[src/core/annpr_consts.svh]
/*
 * Offsets, field positions and reset values of the next-page register pair.
 * Assumes a 32-bit AXI4-Lite slave with word-aligned registers.
 */
`ifndef ANNPR_CONSTS_SVH
`define ANNPR_CONSTS_SVH

// Register indices; byte address is four times the index
`define ANNPR_IDX_TX 4'h7
`define ANNPR_IDX_RX 4'h8

// Field positions inside each 16-bit page
`define ANNPR_B_MORE 15
`define ANNPR_B_ACK 14
`define ANNPR_B_MSG 13
`define ANNPR_B_COMPLY 12
`define ANNPR_B_TOG 11
`define ANNPR_CODE_HI 10

// Reset values: more pages, message page, null message code
`define ANNPR_TX_RST 16'hA008
`define ANNPR_RX_RST 16'h0000
// One bit of the transmit reset word, and its code field alone
`define ANNPR_TX_RST_BIT(n) 1'(`ANNPR_TX_RST >> (n))
`define ANNPR_TX_RST_CODE 11'h008

// AXI responses
`define ANNPR_RESP_OKAY 2'h0
`define ANNPR_RESP_SLVERR 2'h2

`endif

[src/core/annpr_pkg.sv]
/*
 * Types shared by the next-page register pair.
 * Assumes the constants header is included by the modules that need it.
 */
package annpr_pkg;

  // One next-page link code word
  typedef struct packed {
    logic more_pages_flag;
    logic ack_flag;
    logic message_page_flag;
    logic comply_flag;
    logic toggle_state;
    logic [10:0] code;
  } annpr_page_t;

  // Register selected by an address
  typedef enum logic [1:0] {
    SEL_NONE,
    SEL_TX,
    SEL_RX
  } annpr_sel_t;

endpackage : annpr_pkg

[src/core/annpr_regs.sv]
/*
 * Next-page transmit and receive registers behind an AXI4-Lite slave.
 * Assumes the arbitration logic outside strobes received pages,
 * acknowledge completion, page exchange and restart, one cycle each.
 */
// Chosen here: register access over AXI4-Lite.
// Summary of operation
// RULE1: Transmit bit 15 read/write, reset 1; requests another next page.
// RULE2: Transmit bit 14 read-only, reset 0, set after three acknowledged bursts.
// RULE3: Transmit bit 12 read/write, reset 0; local device will comply.
// RULE4: Transmit bit 11 read-only, always inverse of last exchanged toggle; here AN_RESTART clears it to 0, also in a cycle with TX_PAGE_SENT.
// RULE5: Transmit bits 10:0 writable code; bit 13 read/write reset 1 selects message.
// RULE6: Transmit code resets to the null message code.
// RULE7: Transmit register contents are sent as the next-page code word.
// RULE8: Receive bits 15, 14, 13 read-only, reset 0, partner flags.
// RULE9: Receive bit 12 read-only, reset 0, partner can comply.
// RULE10: Receive bit 11 and bits 10:0 show partner toggle and code.
// RULE11: Receive fields all update together when a partner page is accepted.
`timescale 1ns/1ps
`include "annpr_consts.svh"

module annpr_regs #(
  parameter int ADDR_W = 6
) (
  // Clock and reset
  input wire logic MCLK,
  input wire logic NRST,
  // AXI4-Lite write address and data
  input wire logic [ADDR_W-1:0] AWADDR,
  input wire logic AWVALID,
  output logic AWREADY,
  input wire logic [31:0] WDATA,
  input wire logic [3:0] WSTRB,
  input wire logic WVALID,
  output logic WREADY,
  // AXI4-Lite write response
  output logic [1:0] BRESP,
  output logic BVALID,
  input wire logic BREADY,
  // AXI4-Lite read
  input wire logic [ADDR_W-1:0] ARADDR,
  input wire logic ARVALID,
  output logic ARREADY,
  output logic [31:0] RDATA,
  output logic [1:0] RRESP,
  output logic RVALID,
  input wire logic RREADY,
  // Arbitration side
  input wire logic RX_PAGE_VALID,
  input wire logic [15:0] RX_PAGE,
  input wire logic TX_ACK_SET,
  input wire logic TX_PAGE_SENT,
  input wire logic AN_RESTART,
  output logic [15:0] TX_PAGE
);

  logic rst_s1_q;
  logic rst_n_q;
  annpr_pkg::annpr_page_t tx_word;
  logic more_q;
  logic msg_q;
  logic comply_q;
  logic [10:0] code_q;
  logic ack_q;
  logic tog_q;
  annpr_pkg::annpr_page_t rx_q;
  logic aw_have_q;
  logic w_have_q;
  logic [ADDR_W-1:0] aw_addr_q;
  logic [31:0] w_data_q;
  logic [3:0] w_strb_q;
  logic bvalid_q;
  logic [1:0] bresp_q;
  logic rvalid_q;
  logic [31:0] rdata_q;
  logic [1:0] rresp_q;
  logic aw_fire;
  logic w_fire;
  logic wr_do;
  logic [ADDR_W-1:0] wr_addr;
  logic [31:0] wr_data;
  logic [3:0] wr_strb;
  annpr_pkg::annpr_sel_t wr_sel;
  annpr_pkg::annpr_sel_t rd_sel;
  logic rd_do;

  // Address decode shared by read and write paths
  function automatic annpr_pkg::annpr_sel_t annpr_decode(input logic [ADDR_W-1:0] a);
    annpr_pkg::annpr_sel_t s;
    s = annpr_pkg::SEL_NONE;
    if (a[1:0] == 2'h0 && a[ADDR_W-1:2] == (ADDR_W-2)'(`ANNPR_IDX_TX)) begin
      s = annpr_pkg::SEL_TX;
    end else if (a[1:0] == 2'h0 && a[ADDR_W-1:2] == (ADDR_W-2)'(`ANNPR_IDX_RX)) begin
      s = annpr_pkg::SEL_RX;
    end
    return s;
  endfunction : annpr_decode

  // Reset release through two flops
  always_ff @(posedge MCLK or negedge NRST) begin
    if (!NRST) begin
      rst_s1_q <= 1'b0;
      rst_n_q <= 1'b0;
    end else begin
      rst_s1_q <= 1'b1;
      rst_n_q <= rst_s1_q;
    end
  end

  // Write channel handshakes; address and data in either order
  assign AWREADY = !aw_have_q && !bvalid_q;
  assign WREADY = !w_have_q && !bvalid_q;
  assign aw_fire = AWVALID && AWREADY;
  assign w_fire = WVALID && WREADY;
  assign wr_do = (aw_have_q || aw_fire) && (w_have_q || w_fire) && !bvalid_q;
  assign wr_addr = aw_have_q ? aw_addr_q : AWADDR;
  assign wr_data = w_have_q ? w_data_q : WDATA;
  assign wr_strb = w_have_q ? w_strb_q : WSTRB;
  assign wr_sel = annpr_decode(wr_addr);

  // Hold whichever half of a write arrives first
  always_ff @(posedge MCLK or negedge rst_n_q) begin
    if (!rst_n_q) begin
      aw_have_q <= 1'b0;
      w_have_q <= 1'b0;
      aw_addr_q <= '0;
      w_data_q <= 32'h0000_0000;
      w_strb_q <= 4'h0;
    end else begin
      if (aw_fire && !wr_do) begin
        aw_have_q <= 1'b1;
        aw_addr_q <= AWADDR;
      end else if (wr_do) begin
        aw_have_q <= 1'b0;
      end
      if (w_fire && !wr_do) begin
        w_have_q <= 1'b1;
        w_data_q <= WDATA;
        w_strb_q <= WSTRB;
      end else if (wr_do) begin
        w_have_q <= 1'b0;
      end
    end
  end

  // Write response; unmapped addresses answer SLVERR
  always_ff @(posedge MCLK or negedge rst_n_q) begin
    if (!rst_n_q) begin
      bvalid_q <= 1'b0;
      bresp_q <= `ANNPR_RESP_OKAY;
    end else if (wr_do) begin
      bvalid_q <= 1'b1;
      bresp_q <= (wr_sel == annpr_pkg::SEL_NONE) ? `ANNPR_RESP_SLVERR : `ANNPR_RESP_OKAY;
    end else if (BREADY) begin
      bvalid_q <= 1'b0;
    end
  end
  assign BVALID = bvalid_q;
  assign BRESP = bresp_q;

  // Writable transmit fields; lane 0 low code, lane 1 flags and high code
  always_ff @(posedge MCLK or negedge rst_n_q) begin
    if (!rst_n_q) begin
      more_q <= `ANNPR_TX_RST_BIT(`ANNPR_B_MORE); // [RULE1]
      msg_q <= `ANNPR_TX_RST_BIT(`ANNPR_B_MSG); // [RULE5]
      comply_q <= `ANNPR_TX_RST_BIT(`ANNPR_B_COMPLY); // [RULE3]
      code_q <= `ANNPR_TX_RST_CODE; // [RULE6]
    end else if (wr_do && wr_sel == annpr_pkg::SEL_TX) begin
      if (wr_strb[0]) begin
        code_q[7:0] <= wr_data[7:0]; // [RULE5]
      end
      if (wr_strb[1]) begin
        more_q <= wr_data[`ANNPR_B_MORE]; // [RULE1]
        msg_q <= wr_data[`ANNPR_B_MSG]; // [RULE5]
        comply_q <= wr_data[`ANNPR_B_COMPLY]; // [RULE3]
        code_q[`ANNPR_CODE_HI:8] <= wr_data[`ANNPR_CODE_HI:8]; // [RULE5]
      end
    end
  end

  // Acknowledge; a set in the restart cycle wins
  always_ff @(posedge MCLK or negedge rst_n_q) begin
    if (!rst_n_q) begin
      ack_q <= 1'b0;
    end else if (TX_ACK_SET) begin
      ack_q <= 1'b1; // [RULE2]
    end else if (AN_RESTART) begin
      ack_q <= 1'b0; // [RULE2]
    end
  end

  // Toggle flips after each exchanged page, restart returns it to 0
  always_ff @(posedge MCLK or negedge rst_n_q) begin
    if (!rst_n_q) begin
      tog_q <= 1'b0;
    end else if (AN_RESTART) begin
      tog_q <= 1'b0;
    end else if (TX_PAGE_SENT) begin
      tog_q <= !tog_q; // [RULE4]
    end
  end

  // Transmit word gathered from its field flops, one driver each
  assign tx_word = {more_q, ack_q, msg_q, comply_q, tog_q, code_q};

  // Page offered to the partner is the transmit register itself
  assign TX_PAGE = tx_word; // [RULE7]

  // Partner page captured whole in one edge
  always_ff @(posedge MCLK or negedge rst_n_q) begin
    if (!rst_n_q) begin
      rx_q <= `ANNPR_RX_RST; // [RULE8] [RULE9]
    end else if (RX_PAGE_VALID) begin
      rx_q <= RX_PAGE; // [RULE8] [RULE9] [RULE10] [RULE11]
    end
  end

  // Read channel; one read outstanding, data one cycle after address
  assign ARREADY = !rvalid_q;
  assign rd_do = ARVALID && ARREADY;
  assign rd_sel = annpr_decode(ARADDR);
  always_ff @(posedge MCLK or negedge rst_n_q) begin
    if (!rst_n_q) begin
      rvalid_q <= 1'b0;
      rdata_q <= 32'h0000_0000;
      rresp_q <= `ANNPR_RESP_OKAY;
    end else if (rd_do) begin
      rvalid_q <= 1'b1;
      rresp_q <= `ANNPR_RESP_OKAY;
      case (rd_sel)
        annpr_pkg::SEL_TX: rdata_q <= {16'h0000, tx_word};
        annpr_pkg::SEL_RX: rdata_q <= {16'h0000, rx_q}; // [RULE10]
        default: begin
          rdata_q <= 32'h0000_0000;
          rresp_q <= `ANNPR_RESP_SLVERR;
        end
      endcase
    end else if (RREADY) begin
      rvalid_q <= 1'b0;
    end
  end
  assign RVALID = rvalid_q;
  assign RDATA = rdata_q;
  assign RRESP = rresp_q;

  // Checks on register behaviour
  property p_more_write;
    @(posedge MCLK) disable iff (!rst_n_q)
    wr_do && wr_sel == annpr_pkg::SEL_TX && wr_strb[1]
      |=> more_q == $past(wr_data[`ANNPR_B_MORE]);
  endproperty
  a_more_write: assert property (p_more_write) else $error("more pages not written"); // [RULE1]

  property p_ack_set;
    @(posedge MCLK) disable iff (!rst_n_q)
    TX_ACK_SET |=> ack_q ##1 (ack_q || $past(AN_RESTART));
  endproperty
  a_ack_set: assert property (p_ack_set) else $error("acknowledge not set"); // [RULE2]

  property p_ack_clr;
    @(posedge MCLK) disable iff (!rst_n_q)
    AN_RESTART && !TX_ACK_SET |=> !ack_q;
  endproperty
  a_ack_clr: assert property (p_ack_clr) else $error("acknowledge not cleared"); // [RULE2]

  property p_comply_keep;
    @(posedge MCLK) disable iff (!rst_n_q)
    !(wr_do && wr_sel == annpr_pkg::SEL_TX && wr_strb[1]) |=> $stable(comply_q);
  endproperty
  a_comply_keep: assert property (p_comply_keep) else $error("comply changed unasked"); // [RULE3]

  property p_toggle;
    @(posedge MCLK) disable iff (!rst_n_q)
    TX_PAGE_SENT && !AN_RESTART |=> TX_PAGE[`ANNPR_B_TOG] != $past(TX_PAGE[`ANNPR_B_TOG]);
  endproperty
  a_toggle: assert property (p_toggle) else $error("toggle did not invert"); // [RULE4]

  property p_code_write;
    @(posedge MCLK) disable iff (!rst_n_q)
    wr_do && wr_sel == annpr_pkg::SEL_TX && wr_strb[0] |=> TX_PAGE[7:0] == $past(wr_data[7:0]);
  endproperty
  a_code_write: assert property (p_code_write) else $error("code not sent as written"); // [RULE5] [RULE7]

  property p_rx_capture;
    @(posedge MCLK) disable iff (!rst_n_q)
    RX_PAGE_VALID |=> rx_q == $past(RX_PAGE) ##1 ($past(RX_PAGE_VALID) || $stable(rx_q));
  endproperty
  a_rx_capture: assert property (p_rx_capture) else $error("partner page not held"); // [RULE11]

  property p_rx_read;
    @(posedge MCLK) disable iff (!rst_n_q)
    rd_do && rd_sel == annpr_pkg::SEL_RX && !RX_PAGE_VALID |=> RDATA == {16'h0000, rx_q};
  endproperty
  a_rx_read: assert property (p_rx_read) else $error("partner page read wrong"); // [RULE8] [RULE9] [RULE10]

  property p_unmapped;
    @(posedge MCLK) disable iff (!rst_n_q)
    wr_do && wr_sel == annpr_pkg::SEL_NONE |=> BVALID && BRESP == `ANNPR_RESP_SLVERR;
  endproperty
  a_unmapped: assert property (p_unmapped) else $error("unmapped write not refused");

  property p_rhold;
    @(posedge MCLK) disable iff (!rst_n_q)
    RVALID && !RREADY |=> RVALID && $stable(RDATA);
  endproperty
  a_rhold: assert property (p_rhold) else $error("read data dropped");

  // Main scenarios
  c_tx_write: cover property (@(posedge MCLK) disable iff (!rst_n_q)
    wr_do && wr_sel == annpr_pkg::SEL_TX);
  c_rx_page: cover property (@(posedge MCLK) disable iff (!rst_n_q)
    RX_PAGE_VALID ##1 rd_do && rd_sel == annpr_pkg::SEL_RX);
  c_ack_restart: cover property (@(posedge MCLK) disable iff (!rst_n_q)
    TX_ACK_SET && AN_RESTART);
  c_toggle_twice: cover property (@(posedge MCLK) disable iff (!rst_n_q)
    TX_PAGE_SENT ##[1:20] TX_PAGE_SENT);

endmodule : annpr_regs

[config.mk]
export PLATFORM = sky130hd
export DESIGN_NAME = annpr_regs
export DESIGN_NICKNAME = d
export VERILOG_FILES = /design/src/core/annpr_pkg.sv /design/src/core/annpr_regs.sv
export VERILOG_INCLUDE_DIRS = /design/src /design/src/core
export SDC_FILE = /design/constraint.sdc
export NUM_CORES = 1
export LEC_CHECK = 0
export ABC_AREA = 1
export BUFFER_PORTS_ARGS = -buffer_cell sky130_fd_sc_hd__buf_4
export CORE_MARGIN = 1
export CORE_UTILIZATION = 45
export CTS_CLUSTER_DIAMETER = 60
export DETAILED_ROUTE_END_ITERATION = 7
export HOLD_SLACK_MARGIN = 0.1
export PLACE_DENSITY = 0.85
export SKIP_CTS_REPAIR_TIMING = 1
export SYNTH_ARGS = -nofsm -noshare
export SYNTH_HDL_FRONTEND = slang
export SYNTH_SLANG_ARGS = --single-unit
export TNS_END_PERCENT = 100
[constraint.sdc]
create_clock -name MCLK -period 2.2 [get_ports MCLK]
set_input_delay 0.22 -clock MCLK [delete_from_list [all_inputs] [get_ports MCLK]]
set_output_delay 0.22 -clock MCLK [all_outputs]
set_load 0.005 [all_outputs]
Yosys cells after proc, flatten, opt, wreduce, memory -nomap -nowiden:

Cells that the tools add are included.

* output and inout port bits: 57
* register bits after elaboration: 98
* word-level logic and storage cells: 87
* bits of input ports: 75

* reductions and logical operators: 34
* mux-type cells: 21
* eq/ne operators: 7

Operators by type and width (count)
* $pmux 16 s2: 1
* $mux 16: 1
* $logic_and 1x1->1: 14
* $mux 2: 7
* $reduce_bool 2->1: 6
* $mux 1: 11
* $eq 4x3->1 const B: 2
* $eq 4x4->1 const B: 2
* $logic_not 1->1: 6
* $logic_not 2->1: 3
* $mux 6: 1
* $eq 2x1->1 const B: 2
* $reduce_and 2->1: 2
* $eq 2x2->1 const B: 1
* $logic_or 1x1->1: 2
* $reduce_or 2->1: 1

Depth between registers and ports, before layout:

* depth in word-level cells: 9
* depth in mapped cells: 9
* depth with buffers taken out: 8

Least setup slack after synthesis:

OpenSTA, ideal clock, no wires.

* kind: register to register
* start point: register aw_have_q
* end point: register code_q[10]
* library setup time: 0.118 ns
* period minus slack after synthesis: 1.269 ns
* required time: 2.082 ns
* stages on the path, launching flop included: 10
* arrival: 1.152 ns
* path buffers: 1
* path slack: 0.931 ns
* path through: dfrtp_1 > buf_6 > clkinv_2 > nand2_1 > nand2_2 > nand2_4 > nor2_8 > nand3_2 > nand2_1 > nand2_1

* longest elaborated chain between the ends: 8
* elaborated cells on any way between the ends: 17
* classes of those cells: 3 x eq/ne; 3 x mux; 11 x reduce/logical

Ends and longest elaborated chain
* start, declared: RTL line annpr_regs.sv:67 `logic aw_have_q;`
* start signal, assigned: RTL line annpr_regs.sv:124 `aw_have_q <= 1'b0;`
* start signal, assigned: RTL line annpr_regs.sv:131 `aw_have_q <= 1'b1;`
* start signal, assigned: RTL line annpr_regs.sv:134 `aw_have_q <= 1'b0;`
* $mux 6 / $logic_not 1->1 (equally long branches): RTL line annpr_regs.sv:116, annpr_regs.sv:111
* $eq 4x4->1 (tied with other cells): RTL line annpr_regs.sv:93 `` end else if (a[1:0] == 2'h0 && a[ADDR_W-1:2] == (ADDR_W-2)'(`ANNPR_IDX_RX)) begin ``
* $logic_and 1x1->1, on equally long branches: RTL line annpr_regs.sv:93, annpr_regs.sv:113
* $mux 2 / $logic_or 1x1->1 (equally long branches): RTL line annpr_regs.sv:93, annpr_regs.sv:115
* $mux 2 / $logic_and 1x1->1 (equally long branches): RTL line annpr_regs.sv:91, annpr_regs.sv:115
* $eq 2x1->1 / $logic_and 1x1->1 (equally long branches): RTL line annpr_regs.sv:168, annpr_regs.sv:115
* $logic_and 1x1->1 (*): RTL line annpr_regs.sv:168 `end else if (wr_do && wr_sel == annpr_pkg::SEL_TX) begin`
* $reduce_and 2->1 (no line) (*)
* end signal, assigned: RTL line annpr_regs.sv:167 `` code_q <= `ANNPR_TX_RST_CODE; ``
* end signal, assigned by index: RTL line annpr_regs.sv:176 `` code_q[`ANNPR_CODE_HI:8] <= wr_data[`ANNPR_CODE_HI:8]; ``
* end, declared: RTL line annpr_regs.sv:63 `logic [10:0] code_q;`

Every way passes the cells marked *; elsewhere a longest branch is shown, timed or not.
A chain may end at the register's enable or synchronous reset.

Final worst setup path:

* start point: register w_have_q
* end point: register code_q[9]

* longest elaborated chain between the ends: 8
* elaborated cells on any way between the ends: 10
* classes of those cells: 2 x mux; 8 x reduce/logical

Ends and longest elaborated chain
* start, declared: RTL line annpr_regs.sv:68 `logic w_have_q;`
* start signal, assigned: RTL line annpr_regs.sv:125 `w_have_q <= 1'b0;`
* start signal, assigned: RTL line annpr_regs.sv:137 `w_have_q <= 1'b1;`
* start signal, assigned: RTL line annpr_regs.sv:141 `w_have_q <= 1'b0;`
* $logic_not 1->1: RTL line annpr_regs.sv:112 `assign WREADY = !w_have_q && !bvalid_q;`
* $logic_and 1x1->1: RTL line annpr_regs.sv:112
* $logic_and 1x1->1: RTL line annpr_regs.sv:114 `assign w_fire = WVALID && WREADY;`
* $logic_or 1x1->1: RTL line annpr_regs.sv:115 `assign wr_do = (aw_have_q || aw_fire) && (w_have_q || w_fire) && !bvalid_q;`
* $logic_and 1x1->1 (2 in a row): RTL line annpr_regs.sv:115
* $logic_and 1x1->1: RTL line annpr_regs.sv:168
* $reduce_and 2->1 (no line)

Parallel ways exist; a longest one is shown, timed or not.

==> metrics.md <==
| Metric | Value |
|---|---|
| Sum of negative setup slack | `0 ns` |
| Iteration-0 DRC Markers | `138` |
| Crit Path Max Fanout | `19` |
| Total GRT Usage | `19.3%` |
| Max Slew Vio Count | `0` |
| Top Ports | `roughly 130` |
| Die X | `between 90 and 100 µm` |
| Drt drc | `0` |
| Status | `complete, no violations` |
| Clock Latency Late Sink | `about 0.34 ns` |
| Power per cell area | `837 mW/mm²` |
| CTS tree | `yes` |
| Drt first pass iters | `4` |
| Hpwl dp | `approximately 6000 µm` |
| Die Area | `roughly 0.009 mm²` |
| Worst path arrival time | `roughly 2 ns` |
| Routed vias | `between 3k and 4k` |
| First-pass GRT wire length | `about 13,000 µm` |
| Yosys reg bits | `78` |
| Period utilisation layout | `slightly above 80%` |
| Area added between synthesis and finish | `25.1%` |
| Sequential cell area fraction in the yosys report | `approximately 52%` |
| CTS root buf | `clkbuf_8` |
| Number of synthesized flops with an enable pin | `0` |
| Die Y | `around 94 µm` |
| WL/cell | `12.2 µm` |
| PortBufs | `93` |
| Nets@finish | `between 600 and 700` |
| Total clock sinks | `between 70 and 80` |
| Fill cells | `roughly 730` |
| Initial antenna violation count | `0` |
| Worst EP required | `~2.4 ns` |
| Setup crit start kind | `flop` |
| RSZ-0062 raised after global routing | `no` |
| Synth Flop Type | `dfrtp_1` |
| YS warnings | `0` |
| CTS Buf Count | `9` |
| CP Capture Type | `flop` |
| Gr ovfl total | `0` |
| Fin crit period | `around 1.8 ns` |
| Top post-synthesis cells by count | `nand2_1, dfrtp_1, o21ai_0` |
| Library cells used by synthesis | `32` |
| Routability Congestion | `0.764` |
| Share of the synthesized area in the top cell type | `slightly below 50%` |
| Final WL | `just over 8000 µm` |
| Clock skew | `approximately 0.0067 ns` |
| Final setup violation count | `0` |
| Leakage power | `around 0.0025 µW` |
| Async SR Flop Fraction | `between 90% and 100%` |
| # diodes | `0` |
| Post-synth top area cell | `dfrtp_1` |
| Largest net degree at the start of global routing | `43` |
| Worst-Margin Slew | `just under 0.6 ns` |
| Clock Pin Slew Worst Setup and Hold Paths | `approximately 0.080 ns` |
| Initial Util | `between 40% and 50%` |
| Maxcap violations | `0` |
| H-tree levels | `3` |
| CP Class | `flop to flop` |
| Vias in the first global route | `2,882` |
| Post-Syn Instances | `about 450` |
| Most frequent cell after synthesis | `nand2_1` |
| Relative slew margins | `60.7%` |
| Hold WS | `0.0855 ns` |
| Synthesized area | `approximately 0.0038 mm²` |
| Row cnt | `33` |
| Worst hold path type | `input pin to flop` |
| Worst slack, placed | `between 0.4 and 0.5 ns` |
| Max clock buf depth | `2` |
| Final Hold Fails | `0` |
| Peak supply drop | `between 0.5 and 0.6 mV` |
| Mapped Avg Cell Area | `between 8 and 9 µm²` |
| Share of cells above drive strength 1 | `between 20% and 30%` |
| Core Region | `0.00818 mm²` |
| Setup WS post-layout | `approximately 0.4 ns` |
| Vias/cell | `roughly 4.8` |
| Fmax achieved | `559 MHz` |
| Synth area leaders | `dfrtp_1, nand2_1, o21ai_0` |
| Final ANT Viol Nets | `0` |
path summary, 6_finish.rpt:
kind / start / endpoint / slack [ns] / cells after the start
max: w_have_q / code_q[9] / 0.41 / 5
min: RX_PAGE[0] / rx_q[0] / 0.09 / 3
max reg2reg: w_have_q / code_q[9] / 0.41 / 5
min reg2reg: rst_n_q / w_data_q[12] / 0.32 / 0
max in group asynchronous: rst_n_q / RRESP[1] / 1.28 / 1
min in group asynchronous: NRST / rst_n_q / 0.19 / 2
cell usage in the layout, fill, tap and decap left out, types with 4 or more instances in the layout:
master | synthesis | final
buf_4 | 24 | 98
clkbuf_8 | 0 | 10
clkinv_2 | 1 | 4
conb_1 | 2 | 19
dfrtp_1 | 75 | 74
dlygate4sd3_1 | 0 | 11
inv_1 | 42 | 42
nand2_1 | 149 | 149
nand2_2 | 4 | 4
nand3_1 | 19 | 19
nand4_1 | 14 | 14
nor2_1 | 10 | 10
o21ai_0 | 61 | 61
o21ai_1 | 5 | 5
worst max-delay path: stages (launching register included):
cell and delay [ns]:
dfrtp_1 0.60, buf_4 0.30, o21ai_1 0.42, nand3_2 0.20
nand2_1 0.10, nand2_1 0.05
routing by layer:
metal	track usage (%)	vias up	wire, µm
li1	-	1581	-
met1	26.1	1464	3690
met2	30.5	115	3790
met3	3.80	13	443
met4	7.56	0	123
met5	0	-	0
per-stage QoR:
step	std cells	util, %	area, µm²	power (µW)
finish	659	58.1	4750	3970
global route	659	58.1	4750	4250
CTS	648	56.8	4640	4000
detailed placement	632	54.6	4470	3040
global placement	632	54.6	4470	2960
floorplan	469	-	3860	2740
flip-flops by register name, summed over array words and instances (netlist names), 2 cells and up:
| signal | flops |
|---|---|
| aw_addr_q | 6 |
| RDATA | 16 |
| w_strb_q | 2 |
| rx_q | 16 |
| code_q | 11 |
| w_data_q | 14 |
power by group:
group	switching, µW	internal, µW	leakage (µW)
clock	515	434	0.0000841
combinational	620	457	0.00147
sequential	242	1710	0.000978
total	1380	2600	0.00253
layout make-up:
type,count,area [µm²],area share [%]
clock buffer,10,138,2.90
clock inverter,6,37.5,0.790
inverter,46,174,3.66
multi-input combinational,304,1450,30.4
sequential,78,1960,41.2
tap,105,131,2.77
timing repair buffer,110,866,18.2
kinds of logic (layout without fill, tap and decap cells):
group,after synthesis,count (layout),share of synthesized area (%)
compound gates,73,73,9.89
other cells,2,19,0.198
flops,78,78,51.5
mux,3,3,0.890
buf+inv,87,172,12.1
simple gates,209,209,25.4
Note: power is estimated with default switching activity, not from simulation.
